==> src/hw/pdp_pkg.sv <==
// Shared constants and carrier types for the pin direction port block.
// Assumes a byte-wide register port on the core clock and eight pins per port.
`default_nettype none
package pdp_pkg;

    // Geometry
    localparam int NUM_PORTS = 7;
    localparam int PORT_W    = 8;
    localparam int ADDR_W    = 6;

    // Register map: port latch at an even offset, its direction register right after
    localparam logic [ADDR_W-1:0] PORT_DATA_BASE = 6'h00;
    localparam logic [ADDR_W-1:0] PORT_DIR_OFS   = 6'h01;
    localparam logic [ADDR_W-1:0] PORT_STRIDE    = 6'h02;
    localparam logic [ADDR_W-1:0] PORT_LAST_ADDR = 6'h0d;

    // Reset values: latch cleared, every pin an input
    localparam logic [PORT_W-1:0] LATCH_RST = 8'h00;
    localparam logic [PORT_W-1:0] DIR_RST   = 8'h00;
    localparam logic [PORT_W-1:0] RDATA_RST = 8'h00;

    // Ports that carry peripheral functions
    localparam int SERIAL3_PORT = 3;
    localparam int SERIAL1_PORT = 4;
    localparam int TIMER_PORT   = 5;

    // Bit positions of the function pins within their ports
    localparam int serial_receive_bit  = 4; // serial1_receive_pin / serial3_receive_pin
    localparam int serial_transmit_bit = 5; // serial1_transmit_pin / serial3_transmit_pin
    localparam int serial_clock_bit    = 6; // serial1_clock_pin / serial3_clock_pin
    localparam int serial_ready_bit    = 7; // serial1_ready_pin / serial3_ready_pin
    localparam int timer_x_counter_bit = 4; // timer_x_counter_pin
    localparam int timer_y_counter_bit = 5; // timer_y_counter_pin

    // Which pins of each port a peripheral may take over
    localparam logic [PORT_W-1:0] ALT_MASK [NUM_PORTS] = '{
        8'h00, 8'h00, 8'h00, 8'hf0, 8'hf0, 8'h30, 8'h00
    };

    // Request from an on-chip peripheral for the pins of one port
    typedef struct packed {
        logic [PORT_W-1:0] sel;  // Pin handed to the peripheral
        logic [PORT_W-1:0] oe;   // Peripheral drives the pin
        logic [PORT_W-1:0] dout; // Level the peripheral drives
    } pdp_alt_type;

    // Address decode: does the address hit port p, and which register
    function automatic logic pdp_hit(input logic [ADDR_W-1:0] addr, input int p,
                                     input logic dir_reg);
        logic [ADDR_W-1:0] base;
        base = PORT_DATA_BASE + ADDR_W'(p) * PORT_STRIDE;
        return addr == (dir_reg ? (base + PORT_DIR_OFS) : base);
    endfunction

endpackage

`default_nettype wire

==> src/hw/pdp_port.sv <==
// Pin direction port: seven byte-wide ports with latch and direction register.
// Assumes the pad ring resolves pin level from drive and enable, and that
// peripheral requests come from logic on the same clock.
//
// Contract
// - One direction bit per pin, set independently
// - Direction zero makes pin input, driver off
// - Direction one drives pin from latch
// - Reading output pin returns latch value
// - Writing input pin only updates latch
// - Input pins stay undriven, high impedance
// - Port 4 bits 4-7 carry serial one
// - Port 3 bits 4-7 carry serial three
// - Port 5 bits 4-5 carry timer X/Y
//
// The implementer's own choices: the register offsets and the strobed register port.
`timescale 1ns/10ps
`default_nettype none

module pdp_port (
    // Clock and reset
    input  wire logic                      clock_in,
    input  wire logic                      rst_in,
    // Register port
    input  wire logic [pdp_pkg::ADDR_W-1:0] bus_addr_in,
    input  wire logic [pdp_pkg::PORT_W-1:0] bus_wdata_in,
    input  wire logic                      bus_wr_in,
    input  wire logic                      bus_rd_in,
    output logic      [pdp_pkg::PORT_W-1:0] bus_rdata_out,
    // Pads
    input  wire logic [pdp_pkg::PORT_W-1:0] pin_level_in   [pdp_pkg::NUM_PORTS],
    output logic      [pdp_pkg::PORT_W-1:0] pin_drive_out  [pdp_pkg::NUM_PORTS],
    output logic      [pdp_pkg::PORT_W-1:0] pin_enable_out [pdp_pkg::NUM_PORTS],
    // Peripheral functions
    input  wire pdp_pkg::pdp_alt_type       alt_in         [pdp_pkg::NUM_PORTS],
    output logic      [pdp_pkg::PORT_W-1:0] pin_sync_out   [pdp_pkg::NUM_PORTS]
);
    import pdp_pkg::*;

    logic [PORT_W-1:0] latch    [NUM_PORTS];
    logic [PORT_W-1:0] dir      [NUM_PORTS];
    logic [PORT_W-1:0] sync_a   [NUM_PORTS];
    logic [PORT_W-1:0] sync_b   [NUM_PORTS];
    logic [PORT_W-1:0] alt_sel  [NUM_PORTS];
    logic [PORT_W-1:0] port_val [NUM_PORTS];
    logic [PORT_W-1:0] next_rdata;

    genvar p;
    generate
        for (p = 0; p < NUM_PORTS; p++) begin : g_port
            // Only pins wired to a peripheral may be taken over; others ignore requests
            assign alt_sel[p] = alt_in[p].sel & ALT_MASK[p];

            // Output latch: written whatever the direction, so a later switch
            // to output drives the value software prepared beforehand
            always_ff @(posedge clock_in) begin
                if (rst_in) begin
                    latch[p] <= LATCH_RST;
                end else if (bus_wr_in && pdp_hit(bus_addr_in, p, 1'b0)) begin
                    latch[p] <= bus_wdata_in;
                end
            end

            // Direction register, one bit per pin
            always_ff @(posedge clock_in) begin
                if (rst_in) begin
                    dir[p] <= DIR_RST;
                end else if (bus_wr_in && pdp_hit(bus_addr_in, p, 1'b1)) begin
                    dir[p] <= bus_wdata_in;
                end
            end

            // Two-stage synchroniser: pads are asynchronous to the core clock
            always_ff @(posedge clock_in) begin
                if (rst_in) begin
                    sync_a[p] <= LATCH_RST;
                    sync_b[p] <= LATCH_RST;
                end else begin
                    sync_a[p] <= pin_level_in[p];
                    sync_b[p] <= sync_a[p];
                end
            end
            assign pin_sync_out[p] = sync_b[p];

            // Pad drive, registered so pads never see decode glitches
            always_ff @(posedge clock_in) begin
                if (rst_in) begin
                    pin_enable_out[p] <= DIR_RST;
                    pin_drive_out[p]  <= LATCH_RST;
                end else begin
                    // Direction zero: enable low, pad floats; one: latch drives
                    pin_enable_out[p] <= (alt_sel[p] & alt_in[p].oe)
                                       | (~alt_sel[p] & dir[p]);
                    pin_drive_out[p]  <= (alt_sel[p] & alt_in[p].dout)
                                       | (~alt_sel[p] & latch[p]);
                end
            end

            // Read view: latch on output pins, pad level on input pins
            assign port_val[p] = (dir[p] & latch[p]) | (~dir[p] & sync_b[p]);
        end
    endgenerate

    // Read mux; unmapped addresses read as zero
    always_comb begin
        next_rdata = RDATA_RST;
        for (int i = 0; i < NUM_PORTS; i++) begin
            if (pdp_hit(bus_addr_in, i, 1'b0)) begin
                next_rdata = port_val[i];
            end
            if (pdp_hit(bus_addr_in, i, 1'b1)) begin
                next_rdata = dir[i];
            end
        end
    end

    // Read data stands only in the cycle after the strobe
    always_ff @(posedge clock_in) begin
        if (rst_in) begin
            bus_rdata_out <= RDATA_RST;
        end else if (bus_rd_in) begin
            bus_rdata_out <= next_rdata;
        end else begin
            bus_rdata_out <= RDATA_RST;
        end
    end

    // Per-port checks, one copy for each port
    generate
        for (p = 0; p < NUM_PORTS; p++) begin : g_chk

        end
    endgenerate
endmodule // pdp_port

`default_nettype wire

==> config.mk <==
export PLATFORM = sky130hd
export DESIGN_NAME = pdp_port
export DESIGN_NICKNAME = d
export VERILOG_FILES = /design/src/hw/pdp_pkg.sv /design/src/hw/pdp_port.sv
export SDC_FILE = /design/constraint.sdc
export NUM_CORES = 1
export LEC_CHECK = 0
export ABC_CLOCK_PERIOD_IN_PS = 4950
export BUFFER_PORTS_ARGS = -buffer_cell sky130_fd_sc_hd__buf_2
export CAP_MARGIN = 0
export CORE_AREA = 2 2 163 165
export CTS_BUF_LIST = sky130_fd_sc_hd__clkbuf_8
export CTS_CLUSTER_SIZE = 16
export DETAILED_ROUTE_END_ITERATION = 10
export DIE_AREA = 0 0 165 167
export GPL_TIMING_DRIVEN = 0
export HOLD_SLACK_MARGIN = 0.05
export PLACE_DENSITY = 0.89
export SYNTH_ARGS = -nofsm -noshare
export SYNTH_HDL_FRONTEND = slang
export SYNTH_SLANG_ARGS = --single-unit
==> constraint.sdc <==
create_clock -name clock_in -period 4.95 [get_ports clock_in]
set_input_delay 0.7425 -clock clock_in [delete_from_list [all_inputs] [get_ports clock_in]]
set_output_delay 0.7425 -clock clock_in [all_outputs]
set_load 0.01 [all_outputs]
==> impl_results.md, run 1 <==
* Status: finished, final reports clean
* Post-synthesis mux area share at 3.99%
* Vias at 9503
* CTS HTree Levels at 2
* Register area share after synthesis at 64.7%
* First-pass GRT wire length at 57.9 mm
* Worst-path cell chain: clkbuf_1 > clkbuf_1 > clkbuf_1 > buf_1 > nor2_1
* Clk_lat worst skew at 590 ps
* Hold Crit Start: pin_level_in[9]
* Die width at 165 microns
* All-Layer GR Usage at 29.2%
* GRT overflow at 0
* Syn Nets at 1291
* Crit path time final at 2930 ps
* Clock sink total at 344
* Cell row count at 59
* Area share of fa/ha/maj cells after synthesis at 0%
* Data required, critical path at 5350 ps
* Layout Area Growth over Synthesis at 24.1%
* Setup Fix Bufs, Post-CTS at 0
* Syn_area_per_cell at 11.8 sq um
* Comb pwr share at 7.7%
* Post-DP HPWL at 30.1 mm
* GPL Wtd Cong at 1.00
* Power Density at 400 nW/um^2
* Number of global-route vias before repair at 9334
* Die height at 167 microns
* WL/cell at 23.0 microns
* Router iterations before antenna repair at 6
* CTS Root Cell: clkbuf_8
* Clock Skew at 17.4 ps
* CP top delay family: buffers and inverters
* Critical path's most frequent cell: clkbuf_1
* Seq cells post-synth at 344
* Final setup fails at 0
* Ports at 418
* Post-Syn Instances at 1049
* Core Footprint at 25800 sq um
* Worst Path Max Fanout at 10
* Post-DRT Antenna Nets at 0
* # fillers at 2085
* Simple-gate share of the synthesized area at 21.2%
* Clk pwr share at 41.3%
* Starting DRT DRC Count at 1047
* Post_cts resized at 0
* XOR/XNOR share of the synthesized area at 0%
* Die area at 27600 sq um
* Drt via density at 5.39
* Max-cap violations at 0
* EDFF count, synth at 112
* Final Cycle Share at 59.2%
* Crit end category: flip-flop
* Reg2reg setup slack at 2750 ps
* Cell variety after synth at 55
* Ys async rst share at 0%
* Worst hold-check path type: input pin to flip-flop
* Cts hold-fix bufs at 0
* Critical path type: input pin to flip-flop
* Final hold violations at 0
* Post-synth top flop: dfxtp_1
* Compound-cell area share of the yosys netlist at 7.67%
* Reg power frac at 51.0%
* LEAKAGE at 6.73 nW
* CP peak stage delay at 710 ps
* PortBufs at 277
* Clock slew at the register clock pins of the worst setup and hold paths at 60 ps
* Total CTS buffers at 53
* Initial Util at 48.1%
* Net Sw Frac at 23.9%
* Share of layout cells above drive strength 1 at 28.4%
* RSZ-0062 raised after global routing: no
* CTS tree: yes
* Pint at 0.00468 W
* Net count, final at 1623
* Routed Wire Length at 40.6 mm
* Initial antenna violation count at 5
* CP Launch Point: rst_in
* Fin Setup TNS at 0 ps
* Pin count of the biggest net entering global routing at 14
* Worst-Margin Slew at 1350 ps
* CP startpoint kind: input pin
* Syn. warnings at 0
* Longest Clk Path Bufs at 3
* WP buf/inv at 4
* Slew headroom at 9.03%
* Worst r2r src: dir[1][5]$_SDFFCE_PN0P_
* Worst EP arrival at 3330 ps
* Main combinational cell family by area after synthesis: simple AND/OR/NAND/NOR gates
* CP max-delay cell: clkbuf_1
* Sw Pwr at 0.00147 W
* Slew Limit Fails at 0
* Design Power at 0.00615 W
* VDD IR max at 0.254 mV
* DR DRC count at 0
* Highest Clock Rate at 0.341 GHz
* Mapped cell area at 12400 sq um
[per-layer routing]
metal	wire [microns]	vias up	track usage, %
li1	-	4277	-
met2	17500	598	44.2
met5	13	-	0
met4	1400	2	11.3
met1	16800	4535	38.6
met3	4890	91	9.79
[metrics by stage]
stage	hold WS [ps]	instances	util, %	setup WS, ps	instance area [sq um]
final	363	1762	59.6	2020	15400
after global routing	353	1759	59.6	2080	15400
after CTS	342	1759	59.6	2180	15400
after detailed placement	420	1661	55.1	1580	14200
after global placement	417	1661	55.1	1580	14200
after floorplan	414	1049	-	2530	12400
[cells in the mapped netlist, drive strengths merged (2+ instances only)]
cell type / n / area, sq um
a32o: 2 / 20.0
nand3b: 2 / 15.0
nor4b: 2 / 23.8
o21bai: 3 / 22.5
and2: 89 / 557
nor2b: 202 / 1260
nor3b: 4 / 30.0
or2: 3 / 18.8
edfxtp: 112 / 3360
a21o: 4 / 30.0
a211oi: 14 / 105
dfxtp: 232 / 4640
nand2: 13 / 48.8
a21oi: 34 / 170
a32oi: 7 / 61.3
a31oi: 4 / 25.0
o221a: 2 / 22.5
mux2i: 46 / 460
nor2: 57 / 216
nor3: 14 / 90.1
buf: 18 / 86.3
a2111o: 4 / 45.0
or3b: 10 / 87.6
o211ai: 7 / 52.6
nand3: 6 / 30.0
o21a: 3 / 22.5
clkbuf: 44 / 165
o41ai: 2 / 25.0
o31ai: 2 / 15.0
and3: 27 / 169
o21ai: 35 / 175
o211a: 2 / 20.0
inv: 15 / 56.3
o311ai: 4 / 35.0
nand2b: 5 / 31.3
a31o: 7 / 61.3
mux2: 3 / 33.8
[path summary, 6_finish.rpt]
| path | endpoint | cells after the start |
|---|---|---|
| worst min register to register | sync_b[1][0]$_SDFF_PP0_ | 1 |
| worst min-delay path | sync_a[5][1]$_SDFF_PP0_ | 2 |
| worst max register to register | bus_rdata_out[5]$_SDFF_PP0_ | 5 |
| worst max-delay path | pin_enable_out[19]$_SDFF_PP0_ | 5 |
[layout by cell type, fill, tap and decap left out, types with 27 or more instances in the layout]
cell,n
buf_2,292
dfxtp_1,232
nor2b_1,202
edfxtp_1,112
and2_1,89
clkbuf_8,68
nor2_1,56
mux2i_1,46
clkbuf_1,44
a21oi_1,34
o21ai_0,33
inv_1,31
and3_1,27
[cell type report]
class	count	area (sq um)	area share, %
Tap cell	335	419	2.73
Multi-Input combinational cell	628	4070	26.5
Clock buffer	68	936	6.09
Buffer	62	251	1.64
Antenna cell	3	7.51	0.0489
Inverter	15	56.3	0.366
Timing Repair Buffer	277	1390	9.02
Sequential cell	344	8010	52.1
Clock inverter	30	238	1.55
[power groups by stage]
stage / sequential, W / clock, W / combinational [W]
CTS: 0.00314 / 0.00255 / 0.000467
global route: 0.00315 / 0.00268 / 0.000505
floorplan: 0.00320 / 0 / 0.000199
finish: 0.00314 / 0.00254 / 0.000472
detailed placement: 0.00320 / 0 / 0.000463
global placement: 0.00319 / 0 / 0.000455
[kinds of logic (layout without fill, tap and decap cells)]
logic type | count (synthesis) | in the layout
and+or+nand+nor | 438 | 438
DFF | 344 | 344
AOI/OAI and AO/OA | 141 | 141
buffers and inverters | 77 | 452
muxes | 49 | 49
other | 0 | 3
[worst register-to-register path, delay by kind of cell, from the launching register on]
kind / cells / cell delay (ps)
AOI/OAI and AO/OA: 4 / 1470
DFF: 1 / 500
muxes: 1 / 160
Note: power is estimated with default switching activity, not from simulation.
==> inputs of run 2 (changes only) <==
Settings changed: ABC_CLOCK_PERIOD_IN_PS 4950 to 2500, CORE_AREA 2 2 163 165 to default, CORE_UTILIZATION from default to 47, DIE_AREA 0 0 165 167 to default, PLACE_DENSITY 0.89 to 0.9.
Clock period 4.95 ns to 2.5 ns, I/O delays scaled along.
==> run 2 against run 1 <==
Compared with the run above:
- final area is 4.5% higher
- worst setup slack worse by 1800 ps
- non-clock buffer count is 70 higher
- die area is 2.0% lower
- sequential power is 98% higher
- via count is 4.7% higher
- clock skew is 1.3 ps higher
- power is 98% higher
- flip-flop and latch count stayed put
- global-route usage is 1.7 points higher
- routed wire length is 3.3% higher
- critical path type unchanged
- largest cell class unchanged
- highest routed layer is now met4
==> impl_results.md, run 2 (same netlist as run 1, synthesis figures left out) <==
* Reg power frac at 51.2%
* Crit end category: flip-flop
* Clk pwr share at 40.5%
* RSZ-0062 raised after global routing: no
* Status: finished, final reports clean
* Final Cycle Share at 91.2%
* Highest Clock Rate at 0.439 GHz
* Crit path time final at 2280 ps
* Slew headroom at 5.06%
* GRT overflow at 0
* Initial antenna violation count at 2
* Starting DRT DRC Count at 1037
* Clk_lat worst skew at 590 ps
* Vias at 9950
* Pin count of the biggest net entering global routing at 14
* Clock sink total at 344
* Net count, final at 1695
* Total CTS buffers at 55
* Clock slew at the register clock pins of the worst setup and hold paths at 60 ps
* Most frequent cells in the layout: buf_2 (292), dfxtp_1 (232), nor2b_1 (202), edfxtp_1 (112), and2_1 (89)
* First-pass GRT wire length at 59.5 mm
* Clock Skew at 18.7 ps
* Cts hold-fix bufs at 70
* Slew Limit Fails at 0
* Longest Clk Path Bufs at 3
* LEAKAGE at 7.02 nW
* Worst-Margin Slew at 1400 ps
* Die height at 164 microns
* Sw Pwr at 0.00298 W
* CTS Root Cell: clkbuf_8
* Worst Path Max Fanout at 10
* Post-DP HPWL at 29.7 mm
* Final hold slack at 60.0 ps
* Number of global-route vias before repair at 9814
* Comb pwr share at 8.4%
* Pint at 0.00920 W
* Final hold violations at 0
* CTS HTree Levels at 2
* Drt via density at 5.42
* Worst-path cell chain: clkbuf_1 > clkbuf_1 > clkbuf_1 > o21bai_1
* Max-cap violations at 0
* Most common cell after layout, fill and taps aside: buf_2
* Setup Fix Bufs, Post-CTS at 0
* Ports at 418
* Data required, critical path at 2700 ps
* Layout Area Growth over Synthesis at 29.7%
* # fillers at 2006
* Share of layout cells above drive strength 1 at 27.4%
* PortBufs at 277
* WL/cell at 22.8 microns
* Worst hold-check path type: input pin to flip-flop
* Critical path's most frequent cell: clkbuf_1
* Design Power at 0.0122 W
* Initial Util at 47.6%
* CP startpoint kind: input pin
* CTS tree: yes
* Routed Wire Length at 41.9 mm
* Critical path type: input pin to flip-flop
* Die width at 164 microns
* Net Sw Frac at 24.5%
* VDD IR max at 0.521 mV
* Worst EP arrival at 2480 ps
* Placement Cell Area at 14200 sq um
* GPL Wtd Cong at 1.05
* Post-DRT Antenna Nets at 0
* All-Layer GR Usage at 30.9%
* Post_cts resized at 0
* Power Density at 759 nW/um^2
* Final setup fails at 0
* CP max-delay cell: clkbuf_1
* Design Area, Final at 16100 sq um
* Die area at 27000 sq um
* Router iterations before antenna repair at 5
* DR DRC count at 0
* Cell row count at 59
* CP peak stage delay at 660 ps
* Core Footprint at 26000 sq um
==> run 2: cell count changes in the layout (fill, tap and decap cells not counted), sizes merged <==
cell,delta
bufinv,-3
clkbuf,+5
clkinv,+5
clkinvlp,-2
diode,+1
dlygate4sd3,+70
inv,-2
==> run 2: layer usage <==
| metal | up-vias | part of all wire, % | track usage (%) | wire length (microns) |
|---|---|---|---|---|
| met5 | - | 0 | 0 | 0 |
| met4 | 0 | 4.3 | 15.3 | 1800 |
| met3 | 118 | 11 | 9.67 | 4780 |
| met2 | 706 | 45 | 48.4 | 18700 |
| met1 | 4714 | 40 | 38.6 | 16600 |
| li1 | 4412 | - | - | - |
==> run 2: critical path: cells and delay by family <==
kind	cells	cell delay [ps]
AOI/OAI and AO/OA	1	580
buffers and inverters	3	1510
==> run 2: stage by stage <==
step	std cells	setup WS [ps]	util (%)	TNS, ps
2_1_floorplan	1049	452	-	0
3_3_place_gp	1661	-274	54.6	-8050
3_5_place_dp	1661	-293	54.6	-8390
4_1_cts	1832	306	61.7	0
5_1_grt	1833	170	61.8	0
6_report	1836	220	61.8	0
==> run 2: path summary, 6_finish.rpt <==
check,start,end,slack (ps),cells past startpoint
min reg2reg,sync_a[4][3]$_SDFF_PP0_,sync_b[4][3]$_SDFF_PP0_,430,1
max reg2reg,dir[5][6]$_SDFFCE_PN0P_,bus_rdata_out[6]$_SDFF_PP0_,530,5
max,rst_in,dir[4][5]$_SDFFCE_PN0P_,220,4
min,alt_in[54],pin_drive_out[22]$_SDFF_PP0_,60,3
==> run 2: final cells by class <==
class / instances / area (sq um) / area share (%)
sequential: 344 / 8010 / 49.9
multi-input combinational: 628 / 4070 / 25.3
timing repair buffer: 347 / 2090 / 13.0
clock buffer: 73 / 1000 / 6.26
tap: 335 / 419 / 2.61
buffer: 62 / 251 / 1.57
clock inverter: 28 / 153 / 0.951
inverter: 15 / 56.3 / 0.351
antenna: 4 / 10.0 / 0.0623
==> run 2: power by group through the flow <==
| stage | combinational, W | sequential [W] | clock (W) |
|---|---|---|---|
| after floorplan | 0.000393 | 0.00634 | 0 |
| after global placement | 0.000886 | 0.00633 | 0 |
| after detailed placement | 0.000903 | 0.00634 | 0 |
| after CTS | 0.000993 | 0.00622 | 0.00495 |
| after global routing | 0.00109 | 0.00625 | 0.00520 |
| final | 0.00102 | 0.00623 | 0.00493 |
==> inputs of run 3 (changes only) <==
Settings changed: CORE_UTILIZATION 47 to 45, CTS_BUF_LIST sky130_fd_sc_hd__clkbuf_8 to sky130_fd_sc_hd__clkbuf_8 sky130_fd_sc_hd__clkbuf_16, PLACE_DENSITY 0.9 to 0.88.
==> run 3 against run 2 <==
Compared with the run above:
- clock-buffer cell count decreased by 27
- fmax down 0.95%
- routed wire length down 5.9%
- clock power grew 6.9%
- power up 1.9%
- worst setup slack worse by 22 ps
- clock skew shrank 2.2 ps
- sequential share of layout area up 2.1 points
==> impl_results.md, run 3 (same netlist as run 1, synthesis figures left out) <==
* Clock slew at the register clock pins of the worst setup and hold paths at 60 ps
* WL/cell at 22.8 microns
* Core Util, Final at 57.1%
* Data required, critical path at 2640 ps
* Cell row count at 60
* Hold path cells at 2
* Clock sink total at 344
* Slew headroom at 32.9%
* Comb pwr share at 7.4%
* Total CTS buffers at 35
* CTS Root Cell: clkbuf_16
* Power Density at 806 nW/um^2
* Most common cell after layout, fill and taps aside: buf_2
* Reg power frac at 50.1%
* Sw Pwr at 0.00290 W
* Die height at 168 microns
* Worst hold-check path type: input pin to flip-flop
* Slew Limit Fails at 0
* Initial antenna violation count at 3
* Cts hold-fix bufs at 0
* Final setup fails at 0
* First-pass GRT wire length at 56.0 mm
* All-Layer GR Usage at 27.5%
* Ports at 418
* Layout Area Growth over Synthesis at 24.3%
* Pint at 0.00951 W
* Clk pwr share at 42.5%
* Max-cap violations at 0
* Post-DRT Antenna Nets at 0
* Net Sw Frac at 23.4%
* Worst-Margin Slew at 1000 ps
* VDD IR max at 0.496 mV
* Drt via density at 5.41
* CTS HTree Levels at 2
* LEAKAGE at 6.69 nW
* Routed Wire Length at 39.5 mm
* Worst EP arrival at 2450 ps
* GPL Wtd Cong at 1.01
* Design Power at 0.0124 W
* Final Cycle Share at 92.1%
* R2R cell count at 5
* Crit path time final at 2300 ps
* Worst r2r src: dir[3][3]$_SDFFCE_PN0P_
* Setup Fix Bufs, Post-CTS at 0
* Final hold slack at 57.6 ps
* Most frequent cells in the layout: buf_2 (292), dfxtp_1 (232), nor2b_1 (202), edfxtp_1 (112), and2_1 (89)
* Worst Path Max Fanout at 10
* Critical path type: input pin to flip-flop
* Starting DRT DRC Count at 946
* Pre-CTS setup slack at -489 ps
* Die area at 28200 sq um
* DR DRC count at 0
* # fillers at 2210
* GRT overflow at 0
* Die width at 168 microns
* Worst flop-to-flop path endpoint: bus_rdata_out[3]$_SDFF_PP0_
* CP startpoint kind: input pin
* Net count, final at 1605
* Clk_lat worst skew at 520 ps
* Longest Clk Path Bufs at 3
* PortBufs at 277
* Initial Util at 45.9%
* Router iterations before antenna repair at 6
* Reg2reg setup slack at 470 ps
* Share of layout cells above drive strength 1 at 27.4%
* RSZ-0062 raised after global routing: no
* Highest Clock Rate at 0.434 GHz
* Pin count of the biggest net entering global routing at 16
* Number of global-route vias before repair at 8920
* Post-DP HPWL at 29.9 mm
* Worst Slack Setup Final at 198 ps
* Crit end category: flip-flop
* Status: finished, final reports clean
* Worst hold endpoint: sync_a[0][6]$_SDFF_PP0_
* Clock Skew at 16.5 ps
* Vias at 9358
* CTS tree: yes
* Core Footprint at 27000 sq um
* Hold Crit Start: pin_level_in[54]
* Final hold violations at 0
## run 3: critical path, stage by stage
cell and delay, ps:
buf_2 100, buf_2 230, buf_2 280, inv_1 190, nor2_1 280, nand2_1 170, o21bai_1 800
## run 3: stage by stage
| step | instance area (sq um) | setup TNS, ps | std cells |
|---|---|---|---|
| 6_report | 15400 | 0 | 1730 |
| 5_1_grt | 15400 | 0 | 1730 |
| 4_1_cts | 15400 | 0 | 1729 |
| 3_5_place_dp | 14200 | -24530 | 1667 |
| 3_3_place_gp | 14200 | -28340 | 1667 |
| 2_1_floorplan | 12400 | 0 | 1049 |
## run 3: metal layers
layer / routed length (microns) / track usage (%)
met1: 15900 / 36.1
met2: 17900 / 43.5
met3: 4340 / 7.48
met4: 1290 / 10.4
met5: 13 / 0
## run 3: final cells by class
class | count | area, sq um | share of cell area, %
multi-input combinational | 628 | 4070 | 26.4
tap | 341 | 427 | 2.77
sequential | 344 | 8010 | 52.0
clock inverter | 16 | 95.1 | 0.618
clock buffer | 46 | 1090 | 7.11
antenna | 1 | 2.50 | 0.0163
buffer | 62 | 253 | 1.64
timing repair buffer | 277 | 1390 | 9.01
inverter | 15 | 56.3 | 0.366
## run 3: how the worst max path moves through the flow
stage | depth (start not counted) | start | slack (ps) | endpoint
finish | 7 | bus_addr_in[0] | 200 | dir[0][7]$_SDFFCE_PN0P_
global placement | 5 | rst_in | -510 | pin_enable_out[19]$_SDFF_PP0_
CTS | 5 | rst_in | 30 | pin_enable_out[19]$_SDFF_PP0_
floorplan | 4 | bus_addr_in[2] | 450 | dir[4][0]$_SDFFCE_PN0P_
detailed placement | 5 | rst_in | -490 | pin_drive_out[49]$_SDFF_PP0_
global route | 7 | bus_addr_in[0] | 110 | dir[0][7]$_SDFFCE_PN0P_
## run 3: timing repair
action                     4_1_cts  5_1_grt
gates resized for setup          0        3
hold endpoints to repair         0        0
setup endpoints to repair        0       10
## run 3: power groups by stage
stage,clock network [W],logic (W),registers (W)
after CTS,0.00529,0.000906,0.00622
after global placement,0,0.000885,0.00633
final,0.00527,0.000914,0.00622
after global routing,0.00552,0.000972,0.00624
after detailed placement,0,0.000900,0.00634
after floorplan,0,0.000393,0.00634
